### src/arsq_pkg.sv
`default_nettype none

package arsq_pkg;

   // ==========================================================
   // Sizes
   // ==========================================================
   localparam int NCYC = 5;
   localparam int NREQ = 3;
   localparam int DW = 16;
   localparam int AW = 8;
   localparam int PW = 3;
   localparam int IW = 4;

   // ==========================================================
   // Register word addresses
   // ==========================================================
   localparam logic [AW-1:0] A_CTRL = 8'h00;
   localparam logic [AW-1:0] A_FTEN = 8'h01;
   localparam logic [AW-1:0] A_FTD0 = 8'h02;
   localparam logic [AW-1:0] A_RECLAIM = 8'h05;
   localparam logic [AW-1:0] A_PROG = 8'h06;
   localparam logic [AW-1:0] A_ISTAT = 8'h07;
   localparam logic [AW-1:0] A_IMASK = 8'h08;
   localparam logic [AW-1:0] A_CYC = 8'h10;
   localparam logic [AW-1:0] A_CYC_END = 8'h24;

   // Field of a word inside one cycle's group of four.
   localparam logic [1:0] F_EN = 2'h0;
   localparam logic [1:0] F_D2 = 2'h1;
   localparam logic [1:0] F_D3 = 2'h2;
   localparam logic [1:0] F_DEAD = 2'h3;

   // Control word bits.
   localparam int B_GEN = 0;
   localparam int B_INTR = 1;

   // Interrupt status bits.
   localparam int I_RECLOSE = 0;
   localparam int I_FINAL = 1;
   localparam int I_RECLAIM = 2;
   localparam int I_ABORT = 3;

   // ==========================================================
   // Setting ranges: start delays in 10 ms, others in 100 ms
   // ==========================================================
   localparam logic [DW-1:0] START_MAX = 16'h01F4;
   localparam logic [DW-1:0] DEAD_MIN = 16'h0002;
   localparam logic [DW-1:0] DEAD_MAX = 16'h0BB8;
   localparam logic [DW-1:0] FT_MAX = 16'h0BB8;
   localparam logic [DW-1:0] ZERO_DLY = 16'h0000;

   // ==========================================================
   // Reset values
   // ==========================================================
   localparam logic [NREQ-1:0] RST_EN = 3'h0;
   localparam logic [DW-1:0] RST_DEAD = 16'h0002;
   localparam logic [DW-1:0] RST_DLY = 16'h0000;
   localparam logic RST_GEN = 1'b0;
   localparam logic [IW-1:0] RST_IRQ = 4'h0;

   // ==========================================================
   // Timebase
   // ==========================================================
   localparam int CLK_PERIOD_NS = 10;
   localparam int FAST_TICK_NS = 10000000;
   localparam int FAST_TICK_CYC = FAST_TICK_NS / CLK_PERIOD_NS;
   localparam int SLOW_PER_FAST = 10;

   typedef enum logic [2:0] {
      ST_IDLE = 3'h0,
      ST_START = 3'h1,
      ST_DEAD = 3'h3,
      ST_RECLAIM = 3'h2,
      ST_FINAL = 3'h6
   } arsq_state_t;

   function automatic logic [DW-1:0] clamp(input logic [DW-1:0] v,
                                           input logic [DW-1:0] lo,
                                           input logic [DW-1:0] hi);
      clamp = (v < lo) ? lo : ((v > hi) ? hi : v);
   endfunction

endpackage

`default_nettype wire

### src/arsq_tick.sv
`timescale 1ns/1ps
`default_nettype none

// Divides counted enables down to a one-cycle tick every DIV enables.
module arsq_tick #(
   parameter int DIV = 10
) (
   input wire logic clock_i,
   input wire logic rst_n_i,
   input wire logic en_i,
   output logic tick_o
);
   localparam int CW = (DIV > 1) ? $clog2(DIV) : 1;
   localparam logic [CW-1:0] LAST = CW'(DIV - 1);
   localparam logic [CW-1:0] CZERO = '0;

   logic [CW-1:0] cnt_reg;
   logic tick_reg;
   wire wrap = en_i && (cnt_reg == LAST);

   always_ff @(posedge clock_i or negedge rst_n_i) begin
      if (!rst_n_i) begin
         cnt_reg <= CZERO;
         tick_reg <= 1'b0;
      end else begin
         tick_reg <= wrap;
         if (wrap) begin
            cnt_reg <= CZERO;
         end else if (en_i) begin
            cnt_reg <= cnt_reg + CW'(1);
         end
      end
   end

   assign tick_o = tick_reg;
endmodule

`default_nettype wire

### src/arsq_timer.sv
`timescale 1ns/1ps
`default_nettype none

// Loadable down counter; done pulses once after the count reaches zero.
module arsq_timer #(
   parameter int W = 16
) (
   input wire logic clock_i,
   input wire logic rst_n_i,
   input wire logic clear_i,
   input wire logic load_i,
   input wire logic [W-1:0] value_i,
   input wire logic tick_i,
   output logic done_o
);
   logic [W-1:0] cnt_reg;
   logic run_reg;
   logic done_reg;
   wire at_zero = run_reg && (cnt_reg == '0);

   always_ff @(posedge clock_i or negedge rst_n_i) begin
      if (!rst_n_i) begin
         cnt_reg <= '0;
         run_reg <= 1'b0;
         done_reg <= 1'b0;
      end else begin
         done_reg <= !clear_i && !load_i && at_zero;
         if (clear_i) begin
            run_reg <= 1'b0;
         end else if (load_i) begin
            cnt_reg <= value_i;
            run_reg <= 1'b1;
         end else if (at_zero) begin
            run_reg <= 1'b0;
         end else if (run_reg && tick_i) begin
            cnt_reg <= cnt_reg - W'(1);
         end
      end
   end

   assign done_o = done_reg;
endmodule

`default_nettype wire

### src/arsq_top.sv
// Summary of operation
// - Request one per cycle: 0 blocks, 1 starts.
// - Requests two, three per cycle: 1 starts cycle.
// - Per-cycle start delays, 0.00 to 5.00 s.
// - Dead times and reclaim, 0.2 to 300 s.
// - Per-request final trip enable bit.
// - Per-request final trip delay, 0 to 300 s.
// - Progress code: 0 idle, 1-5 cycle.
//
// Design decisions made here: the address map and the plain strobed port.
`timescale 1ns/1ps
`default_nettype none

module arsq_top #(
   parameter int FAST_DIV = arsq_pkg::FAST_TICK_CYC
) (
   input wire logic clock_i,
   input wire logic rst_n_i,
   input wire logic [arsq_pkg::AW-1:0] addr_i,
   input wire logic [arsq_pkg::DW-1:0] wdata_i,
   input wire logic wr_i,
   input wire logic rd_i,
   output logic [arsq_pkg::DW-1:0] rdata_o,
   input wire logic reclose_request_one_i,
   input wire logic reclose_request_two_i,
   input wire logic reclose_request_three_i,
   output logic reclose_cmd_o,
   output logic final_trip_o,
   output logic [arsq_pkg::PW-1:0] reclose_progress_code_o,
   output logic irq_o
);
   localparam int NC = arsq_pkg::NCYC;
   localparam int NR = arsq_pkg::NREQ;
   localparam int DW = arsq_pkg::DW;
   localparam int AW = arsq_pkg::AW;
   localparam int PW = arsq_pkg::PW;
   localparam int IW = arsq_pkg::IW;
   localparam logic [PW-1:0] NC_P = PW'(NC);

   // ==========================================================
   // Settings
   // ==========================================================
   logic [NR-1:0] cyc_en_reg [NC];
   logic [DW-1:0] d2_reg [NC];
   logic [DW-1:0] d3_reg [NC];
   logic [DW-1:0] dead_reg [NC];
   logic [NR-1:0] ft_en_reg;
   logic [DW-1:0] ft_dly_reg [NR];
   logic [DW-1:0] reclaim_reg;
   logic gen_reg;
   logic [IW-1:0] istat_reg;
   logic [IW-1:0] imask_reg;
   logic [DW-1:0] rdata_reg;

   // ==========================================================
   // Address decode
   // ==========================================================
   wire [AW-1:0] cyc_off = addr_i - arsq_pkg::A_CYC;
   wire [2:0] cyc_sel = cyc_off[4:2];
   wire [1:0] cyc_fld = cyc_off[1:0];
   wire cyc_hit = (addr_i >= arsq_pkg::A_CYC) && (addr_i < arsq_pkg::A_CYC_END);
   wire [AW-1:0] ft_off = addr_i - arsq_pkg::A_FTD0;
   wire [1:0] ft_sel = ft_off[1:0];
   wire ft_hit = (addr_i >= arsq_pkg::A_FTD0) && (addr_i < arsq_pkg::A_RECLAIM);
   wire wr_ctrl = wr_i && (addr_i == arsq_pkg::A_CTRL);
   wire intr_cmd = wr_ctrl && wdata_i[arsq_pkg::B_INTR];
   wire istat_wr = wr_i && (addr_i == arsq_pkg::A_ISTAT);
   wire [DW-1:0] wd_start = arsq_pkg::clamp(wdata_i, arsq_pkg::ZERO_DLY, arsq_pkg::START_MAX);
   wire [DW-1:0] wd_dead = arsq_pkg::clamp(wdata_i, arsq_pkg::DEAD_MIN, arsq_pkg::DEAD_MAX);
   wire [DW-1:0] wd_ft = arsq_pkg::clamp(wdata_i, arsq_pkg::ZERO_DLY, arsq_pkg::FT_MAX);

   // ==========================================================
   // Register writes
   // ==========================================================
   always_ff @(posedge clock_i or negedge rst_n_i) begin
      if (!rst_n_i) begin
         for (int c = 0; c < NC; c++) begin
            cyc_en_reg[c] <= arsq_pkg::RST_EN;
            d2_reg[c] <= arsq_pkg::RST_DLY;
            d3_reg[c] <= arsq_pkg::RST_DLY;
            dead_reg[c] <= arsq_pkg::RST_DEAD;
         end
         for (int r = 0; r < NR; r++) begin
            ft_dly_reg[r] <= arsq_pkg::RST_DLY;
         end
         ft_en_reg <= arsq_pkg::RST_EN;
         reclaim_reg <= arsq_pkg::RST_DEAD;
         gen_reg <= arsq_pkg::RST_GEN;
         imask_reg <= arsq_pkg::RST_IRQ;
      end else if (wr_i) begin
         if (cyc_hit) begin
            case (cyc_fld)
               arsq_pkg::F_EN: cyc_en_reg[cyc_sel] <= wdata_i[NR-1:0];
               arsq_pkg::F_D2: d2_reg[cyc_sel] <= wd_start;
               arsq_pkg::F_D3: d3_reg[cyc_sel] <= wd_start;
               default: dead_reg[cyc_sel] <= wd_dead;
            endcase
         end
         if (ft_hit) begin
            ft_dly_reg[ft_sel] <= wd_ft;
         end
         if (addr_i == arsq_pkg::A_FTEN) begin
            ft_en_reg <= wdata_i[NR-1:0];
         end
         if (addr_i == arsq_pkg::A_RECLAIM) begin
            reclaim_reg <= wd_dead;
         end
         if (addr_i == arsq_pkg::A_IMASK) begin
            imask_reg <= wdata_i[IW-1:0];
         end
         if (wr_ctrl) begin
            gen_reg <= wdata_i[arsq_pkg::B_GEN];
         end
      end
   end

   // ==========================================================
   // Request synchronisers and edge detection
   // ==========================================================
   wire [NR-1:0] req_pin = {reclose_request_three_i, reclose_request_two_i,
                            reclose_request_one_i};
   logic [NR-1:0] req_s1_reg;
   logic [NR-1:0] req_s2_reg;
   logic [NR-1:0] req_s3_reg;

   always_ff @(posedge clock_i or negedge rst_n_i) begin
      if (!rst_n_i) begin
         req_s1_reg <= '0;
         req_s2_reg <= '0;
         req_s3_reg <= '0;
      end else begin
         req_s1_reg <= req_pin;
         req_s2_reg <= req_s1_reg;
         req_s3_reg <= req_s2_reg;
      end
   end

   wire [NR-1:0] req_rise = req_s2_reg & ~req_s3_reg;
   wire [1:0] src = req_rise[0] ? 2'h0 : (req_rise[1] ? 2'h1 : 2'h2);

   // ==========================================================
   // Timebase and sequence timer
   // ==========================================================
   logic tick_fast;
   logic tick_slow;
   logic tmr_done;

   arsq_tick #(.DIV(FAST_DIV)) u_fast (
      .clock_i(clock_i),
      .rst_n_i(rst_n_i),
      .en_i(1'b1),
      .tick_o(tick_fast)
   );

   arsq_tick #(.DIV(arsq_pkg::SLOW_PER_FAST)) u_slow (
      .clock_i(clock_i),
      .rst_n_i(rst_n_i),
      .en_i(tick_fast),
      .tick_o(tick_slow)
   );

   // ==========================================================
   // Sequencer
   // ==========================================================
   arsq_pkg::arsq_state_t state_reg;
   arsq_pkg::arsq_state_t state_next;
   logic [PW-1:0] shot_reg;
   logic [PW-1:0] shot_next;
   logic [1:0] src_reg;
   logic [1:0] src_next;
   logic fast_sel_reg;
   logic fast_sel_next;
   logic tmr_load;
   logic tmr_clear;
   logic [DW-1:0] tmr_value;
   logic reclose_ev;
   logic final_ev;
   logic reclaim_ev;
   logic [PW-1:0] prog_reg;
   logic reclose_reg;
   logic final_reg;

   wire [2:0] shot_idx = (shot_reg < NC_P) ? shot_reg : 3'h0;
   wire shot_left = shot_reg < NC_P;
   // The running cycle is one below the shot count, which already reaches five.
   wire [2:0] dead_idx = (shot_reg != '0) ? (shot_reg - 3'h1) : 3'h0;
   wire [NR-1:0] cur_en = cyc_en_reg[shot_idx];
   wire src_ok = shot_left && cur_en[src];
   wire can_accept = (state_reg == arsq_pkg::ST_IDLE) || (state_reg == arsq_pkg::ST_RECLAIM);
   wire accept = gen_reg && can_accept && (req_rise != '0);
   wire abort = intr_cmd || !gen_reg;
   wire tmr_tick = fast_sel_reg ? tick_fast : tick_slow;
   wire [DW-1:0] start_dly = (src == 2'h0) ? arsq_pkg::ZERO_DLY :
                             ((src == 2'h1) ? d2_reg[shot_idx] : d3_reg[shot_idx]);

   arsq_timer #(.W(DW)) u_tmr (
      .clock_i(clock_i),
      .rst_n_i(rst_n_i),
      .clear_i(tmr_clear),
      .load_i(tmr_load),
      .value_i(tmr_value),
      .tick_i(tmr_tick),
      .done_o(tmr_done)
   );

   always_comb begin
      state_next = state_reg;
      shot_next = shot_reg;
      src_next = src_reg;
      fast_sel_next = fast_sel_reg;
      tmr_load = 1'b0;
      tmr_clear = 1'b0;
      tmr_value = arsq_pkg::ZERO_DLY;
      reclose_ev = 1'b0;
      final_ev = 1'b0;
      reclaim_ev = 1'b0;
      if (abort) begin
         state_next = arsq_pkg::ST_IDLE;
         shot_next = '0;
         tmr_clear = 1'b1;
      end else if (accept) begin
         src_next = src;
         tmr_load = 1'b1;
         if (src_ok) begin
            state_next = arsq_pkg::ST_START;
            shot_next = shot_reg + PW'(1);
            fast_sel_next = 1'b1;
            tmr_value = start_dly;
         end else if (ft_en_reg[src]) begin
            state_next = arsq_pkg::ST_FINAL;
            fast_sel_next = 1'b0;
            tmr_value = ft_dly_reg[src];
         end else begin
            state_next = arsq_pkg::ST_IDLE;
            shot_next = '0;
            tmr_load = 1'b0;
            tmr_clear = 1'b1;
         end
      end else begin
         case (state_reg)
            arsq_pkg::ST_START: begin
               if (!req_s2_reg[src_reg]) begin
                  state_next = arsq_pkg::ST_IDLE;
                  shot_next = '0;
                  tmr_clear = 1'b1;
               end else if (tmr_done) begin
                  state_next = arsq_pkg::ST_DEAD;
                  fast_sel_next = 1'b0;
                  tmr_load = 1'b1;
                  tmr_value = dead_reg[dead_idx];
               end
            end
            arsq_pkg::ST_DEAD: begin
               if (tmr_done) begin
                  state_next = arsq_pkg::ST_RECLAIM;
                  reclose_ev = 1'b1;
                  tmr_load = 1'b1;
                  tmr_value = reclaim_reg;
               end
            end
            arsq_pkg::ST_RECLAIM: begin
               if (tmr_done) begin
                  state_next = arsq_pkg::ST_IDLE;
                  shot_next = '0;
                  reclaim_ev = 1'b1;
               end
            end
            arsq_pkg::ST_FINAL: begin
               if (tmr_done) begin
                  state_next = arsq_pkg::ST_IDLE;
                  shot_next = '0;
                  final_ev = 1'b1;
               end
            end
            default: begin
               state_next = arsq_pkg::ST_IDLE;
            end
         endcase
      end
   end

   wire seq_idle = (state_next == arsq_pkg::ST_IDLE) || (state_next == arsq_pkg::ST_FINAL);
   wire [PW-1:0] prog_next = seq_idle ? '0 : shot_next;
   wire abort_ev = intr_cmd && (state_reg != arsq_pkg::ST_IDLE);
   wire [IW-1:0] irq_ev = {abort_ev, reclaim_ev, final_ev, reclose_ev};
   wire [IW-1:0] irq_clr = istat_wr ? wdata_i[IW-1:0] : '0;

   always_ff @(posedge clock_i or negedge rst_n_i) begin
      if (!rst_n_i) begin
         state_reg <= arsq_pkg::ST_IDLE;
         shot_reg <= '0;
         src_reg <= 2'h0;
         fast_sel_reg <= 1'b0;
         prog_reg <= '0;
         reclose_reg <= 1'b0;
         final_reg <= 1'b0;
         istat_reg <= arsq_pkg::RST_IRQ;
      end else begin
         state_reg <= state_next;
         shot_reg <= shot_next;
         src_reg <= src_next;
         fast_sel_reg <= fast_sel_next;
         prog_reg <= prog_next;
         reclose_reg <= reclose_ev;
         final_reg <= final_ev;
         istat_reg <= (istat_reg & ~irq_clr) | irq_ev;
      end
   end

   // ==========================================================
   // Read port
   // ==========================================================
   logic [DW-1:0] rd_mux;

   always_comb begin
      rd_mux = '0;
      if (cyc_hit) begin
         case (cyc_fld)
            arsq_pkg::F_EN: rd_mux = DW'(cyc_en_reg[cyc_sel]);
            arsq_pkg::F_D2: rd_mux = d2_reg[cyc_sel];
            arsq_pkg::F_D3: rd_mux = d3_reg[cyc_sel];
            default: rd_mux = dead_reg[cyc_sel];
         endcase
      end else if (ft_hit) begin
         rd_mux = ft_dly_reg[ft_sel];
      end else begin
         case (addr_i)
            arsq_pkg::A_CTRL: rd_mux = DW'(gen_reg);
            arsq_pkg::A_FTEN: rd_mux = DW'(ft_en_reg);
            arsq_pkg::A_RECLAIM: rd_mux = reclaim_reg;
            arsq_pkg::A_PROG: rd_mux = DW'(prog_reg);
            arsq_pkg::A_ISTAT: rd_mux = DW'(istat_reg);
            arsq_pkg::A_IMASK: rd_mux = DW'(imask_reg);
            default: rd_mux = '0;
         endcase
      end
   end

   always_ff @(posedge clock_i or negedge rst_n_i) begin
      if (!rst_n_i) begin
         rdata_reg <= '0;
      end else begin
         rdata_reg <= rd_i ? rd_mux : '0;
      end
   end

   assign rdata_o = rdata_reg;
   assign reclose_cmd_o = reclose_reg;
   assign final_trip_o = final_reg;
   assign reclose_progress_code_o = prog_reg;
   assign irq_o = |(istat_reg & imask_reg);

   // ==========================================================
   // Assertions
   // ==========================================================
   property p_prog_idle;
      @(posedge clock_i) disable iff (!rst_n_i)
      (state_reg == arsq_pkg::ST_IDLE) |-> (reclose_progress_code_o == '0);
   endproperty
   a_prog_idle: assert property (p_prog_idle) else $error("progress not zero when idle");

   property p_prog_range;
      @(posedge clock_i) disable iff (!rst_n_i)
      (reclose_progress_code_o <= NC_P) &&
      ((state_reg == arsq_pkg::ST_DEAD) -> (reclose_progress_code_o == shot_reg));
   endproperty
   a_prog_range: assert property (p_prog_range) else $error("progress code wrong");

   property p_reclose_dead;
      @(posedge clock_i) disable iff (!rst_n_i)
      $rose(reclose_cmd_o) |-> ($past(state_reg, 2) == arsq_pkg::ST_DEAD) &&
      (state_reg == arsq_pkg::ST_RECLAIM);
   endproperty
   a_reclose_dead: assert property (p_reclose_dead) else $error("reclose not after dead");

   property p_abort;
      @(posedge clock_i) disable iff (!rst_n_i)
      intr_cmd |=> (state_reg == arsq_pkg::ST_IDLE) && !reclose_cmd_o ##1 !reclose_cmd_o;
   endproperty
   a_abort: assert property (p_abort) else $error("interruption did not abort");

   property p_block_one;
      @(posedge clock_i) disable iff (!rst_n_i)
      (accept && !abort && req_rise[0] && !cur_en[0]) |=> (state_reg != arsq_pkg::ST_START);
   endproperty
   a_block_one: assert property (p_block_one) else $error("blocked cycle started");

   property p_start_req;
      @(posedge clock_i) disable iff (!rst_n_i)
      (accept && !abort && shot_left && cur_en[src]) |=>
      (state_reg == arsq_pkg::ST_START) && (shot_reg == $past(shot_reg) + PW'(1));
   endproperty
   a_start_req: assert property (p_start_req) else $error("enabled request did not start");

   property p_final_en;
      @(posedge clock_i) disable iff (!rst_n_i)
      final_trip_o |-> ft_en_reg[src_reg] && ($past(state_reg, 2) == arsq_pkg::ST_FINAL);
   endproperty
   a_final_en: assert property (p_final_en) else $error("final trip not enabled");

   property p_ranges;
      @(posedge clock_i) disable iff (!rst_n_i)
      (dead_reg[0] >= arsq_pkg::DEAD_MIN) && (dead_reg[0] <= arsq_pkg::DEAD_MAX) &&
      (reclaim_reg >= arsq_pkg::DEAD_MIN) && (d2_reg[0] <= arsq_pkg::START_MAX);
   endproperty
   a_ranges: assert property (p_ranges) else $error("setting out of range");

   property p_ft_range;
      @(posedge clock_i) disable iff (!rst_n_i)
      (d3_reg[4] <= arsq_pkg::START_MAX) && (ft_dly_reg[2] <= arsq_pkg::FT_MAX);
   endproperty
   a_ft_range: assert property (p_ft_range) else $error("delay out of range");

endmodule

`default_nettype wire

### config.mk
export PLATFORM = sky130hd
export DESIGN_NAME = arsq_top
export DESIGN_NICKNAME = d
export VERILOG_FILES = /design/src/arsq_pkg.sv /design/src/arsq_tick.sv /design/src/arsq_timer.sv /design/src/arsq_top.sv
export SDC_FILE = /design/constraint.sdc
export NUM_CORES = 1
export LEC_CHECK = 0
export BUFFER_PORTS_ARGS = -buffer_cell sky130_fd_sc_hd__buf_2
export CORE_ASPECT_RATIO = 0.9
export CORE_MARGIN = 2
export CORE_UTILIZATION = 60
export DETAILED_ROUTE_END_ITERATION = 8
export PLACE_DENSITY = 0.76
export SLEW_MARGIN = 20
export SYNTH_ARGS = -nofsm -noshare
export SYNTH_HDL_FRONTEND = slang
export SYNTH_HIERARCHICAL = 1
export SYNTH_SLANG_ARGS = --single-unit
### constraint.sdc
create_clock -name clock_i -period 4.2 [get_ports clock_i]
set_input_delay 1.26 -clock clock_i [delete_from_list [all_inputs] [get_ports clock_i]]
set_output_delay 1.26 -clock clock_i [all_outputs]
set_load 0.005 [all_outputs]
==> results.toml <==
[synth]
synth_top_area_share_pct = 46.32
synth_nets = 2267
synth_top_cells_by_count = "dfrtp_1, nand2_1, o21ai_0"
synth_area_leaders = "dfrtp_1, o21ai_0, nand2_1, mux4_2, mux2_2"
synth_cell_types = 108
synth_top_flop_cell = "dfrtp_1"
synth-seq-cells = 414
yosysMostFrequentCell = "dfrtp_1"
yosys_warnings = 6
synth_area_sq_um = 22040
synth.largest_area_cell = "dfrtp_1"
yosysSeqAreaShare_pct = 47.04
async_flop_share_pct = 100.0
syn_avg_cell_area_sq_um = 9.888
synth_edf_count = 0
synth_cells = 2229

[clock_network]
cts_buffers = 44
hold_buffers = 0
clockBufferDepth = 3
root_buffer = "clkbuf_16"
clk_latency_ps = 570
path_clk_slew_ps = 60
cts_tree = "yes"
post-cts-setup-buffers = 0
h-tree-depth = 2
clkSinkCount = 414
ctsResizeCount = 0

[floorplanning]
die_area_sq_um = 38290
ios = 53
core_sq_um = 36170
start_util_pct = 60.94
die_h_um = 185.8
die_w_um = 206.0
placementRows = 66

[finish]
area_growth_pct = 11.24
drive_gt1_share_pct = 17.17
diodes = 0
fillerInstances = 2889
design_area_sq_um = 24520
fin_nets = 2302

[global_route]
antenna_found_initial = 1
grt_overflow = 0
grt_max_degree = 90
grt_use_total_pct = 39.61
grt_pass1_vias = 18520
grt_first_pass_wirelength_mm = 113.8

[run_status]
status = "completed"

[timing]
finalClockSkew_ps = 19.24
layout_min_cycle_time_ps = 4146
maxSlewViolCount = 0
clock.fmax_ghz = 0.2412
maxSlewHeadroom_pct = 14.81
tns_ps = 0
rsz0062_at_grt = "false"
final_hold_viol_count = 0
worst_pin_slew_ps = 1246
setup_viol = 0
finalCritPeriodShare_pct = 98.71

[hold_path]
hp-class = "reg -> reg"
min_path_cells = 0

[drt]
vias = 19300
routedWlPerCell_um = 26.80
first_pass_iters = 6
ant_nets = 0
vias_per_cell = 6.954
drc = 0
drt_iter0_markers = 2599
routed_wl_mm = 74.41

[job]
cap_violations = 0

[pwr]
p_per_area_nw_per_um2 = 393.1
vdd_ir_drop_max_v = 0.0003816
leakage_nw = 10.56
total_power_w = 0.009638

[critical_path]
arrival_ps = 4620
startpoint_type = "flip-flop"
crit_required_ps = 4680
worstSetupPathType = "reg -> reg"
reg2reg_depth = 11
path_max_fanout = 24
critPathCaptureType = "flip-flop"

[place]
portBuffers = 52
routabilityCongestion = 0.9815
hpwl_mm = 50.70
placed_cell_area_sq_um = 22990
## layout make-up
class	instances	area (sq um)	area share (%)
multi-input combinational	1619	10750	43.85
sequential	414	10370	42.30
clock buffer	68	1324	5.399
timing repair buffer	165	1196	4.879
tap	476	595.6	2.429
clock inverter	14	206.4	0.8420
inverter	20	75.07	0.3062
## final timing paths
path,startpoint,end,slack (ps)
setup / recovery,shot_reg[2],u_tmr/cnt_reg[10],50
hold / removal,req_s1_reg[2],req_s2_reg[2],350
setup reg to reg,shot_reg[2],u_tmr/cnt_reg[10],50
hold reg to reg,req_s1_reg[2],req_s2_reg[2],350
max in group asynchronous,rst_n_i,dead_reg[65],2540
min in group asynchronous,rst_n_i,u_fast/cnt_reg[5],670
## worst max-delay path, stage by stage, from the launching register on
cell,delay (ps)
dfrtp_1,710
buf_4,350
buf_4,180
o21ba_2,580
o21ai_0,170
nor2_1,140
a211oi_1,70
buf_4,180
a2111oi_0,1050
o311a_1,350
mux2i_1,110
o22ai_1,140
## routing by layer
| metal | wire, um | global-route usage [%] | up-vias | share of wire (%) |
|---|---|---|---|---|
| met3 | 9531 | 11.54 | 237 | 13 |
| met5 | 80 | 1.455 | - | 0.11 |
| li1 | - | - | 8259 | - |
| met1 | 29540 | 56.17 | 9516 | 40 |
| met2 | 31490 | 56.54 | 1287 | 42 |
| met4 | 3761 | 17.43 | 4 | 5.1 |
## metrics by stage
stage / hold WS (ps) / utilization, % / std cells / setup slack [ps]
floorplan: 331.2 / - / 2229 / 508.1
global placement: 343.8 / 63.56 / 2694 / 447.4
detailed placement: 337.1 / 63.56 / 2694 / 347.7
CTS: 351.9 / 67.79 / 2776 / 274.8
global route: 373.4 / 67.79 / 2776 / 84.21
finish: 351.7 / 67.79 / 2776 / 54.29
## placed cells by master, fill, tap and decap left out, types with 16 or more instances in the layout
cell and n:
buf_2 50, nor3_1 31, a221o_1 17, a22o_1 16, mux2_2 69, and2_1 111
mux2i_1 46, nand3_1 52, dfrtp_1 407, nand4_1 17, nand2b_1 16, inv_1 19
o21a_1 19, and3_1 16, nor2b_1 17, nand2_1 338, a21oi_1 77, o22ai_1 24
mux4_2 47, a22oi_1 35, a211oi_1 21, a221oi_1 32, o21ai_0 287, clkbuf_16 46
nor2_1 69, buf_4 108, o211ai_1 19
## power by group
part | total, W | switching [W] | internal [W]
clock network | 0.00414 | 0.00167 | 0.00248
registers | 0.00424 | 0.000126 | 0.00411
logic | 0.00126 | 0.000828 | 0.000429
total | 0.00964 | 0.00262 | 0.00702
## cells by family (layout without fill, tap and decap cells)
logic type	count (synthesis)	in the layout	synth area share, %
xor gates and xnor gates	12	12	0.5109
AOI/OAI and AO/OA	687	687	20.29
other	1	1	0.01701
muxes	163	163	10.48
and+or+nand+nor	749	749	17.01
DFF	414	414	47.04
buffers and inverters	196	267	4.252
adders and majority gates	7	7	0.3973
(Power assumes the default switching activity.)
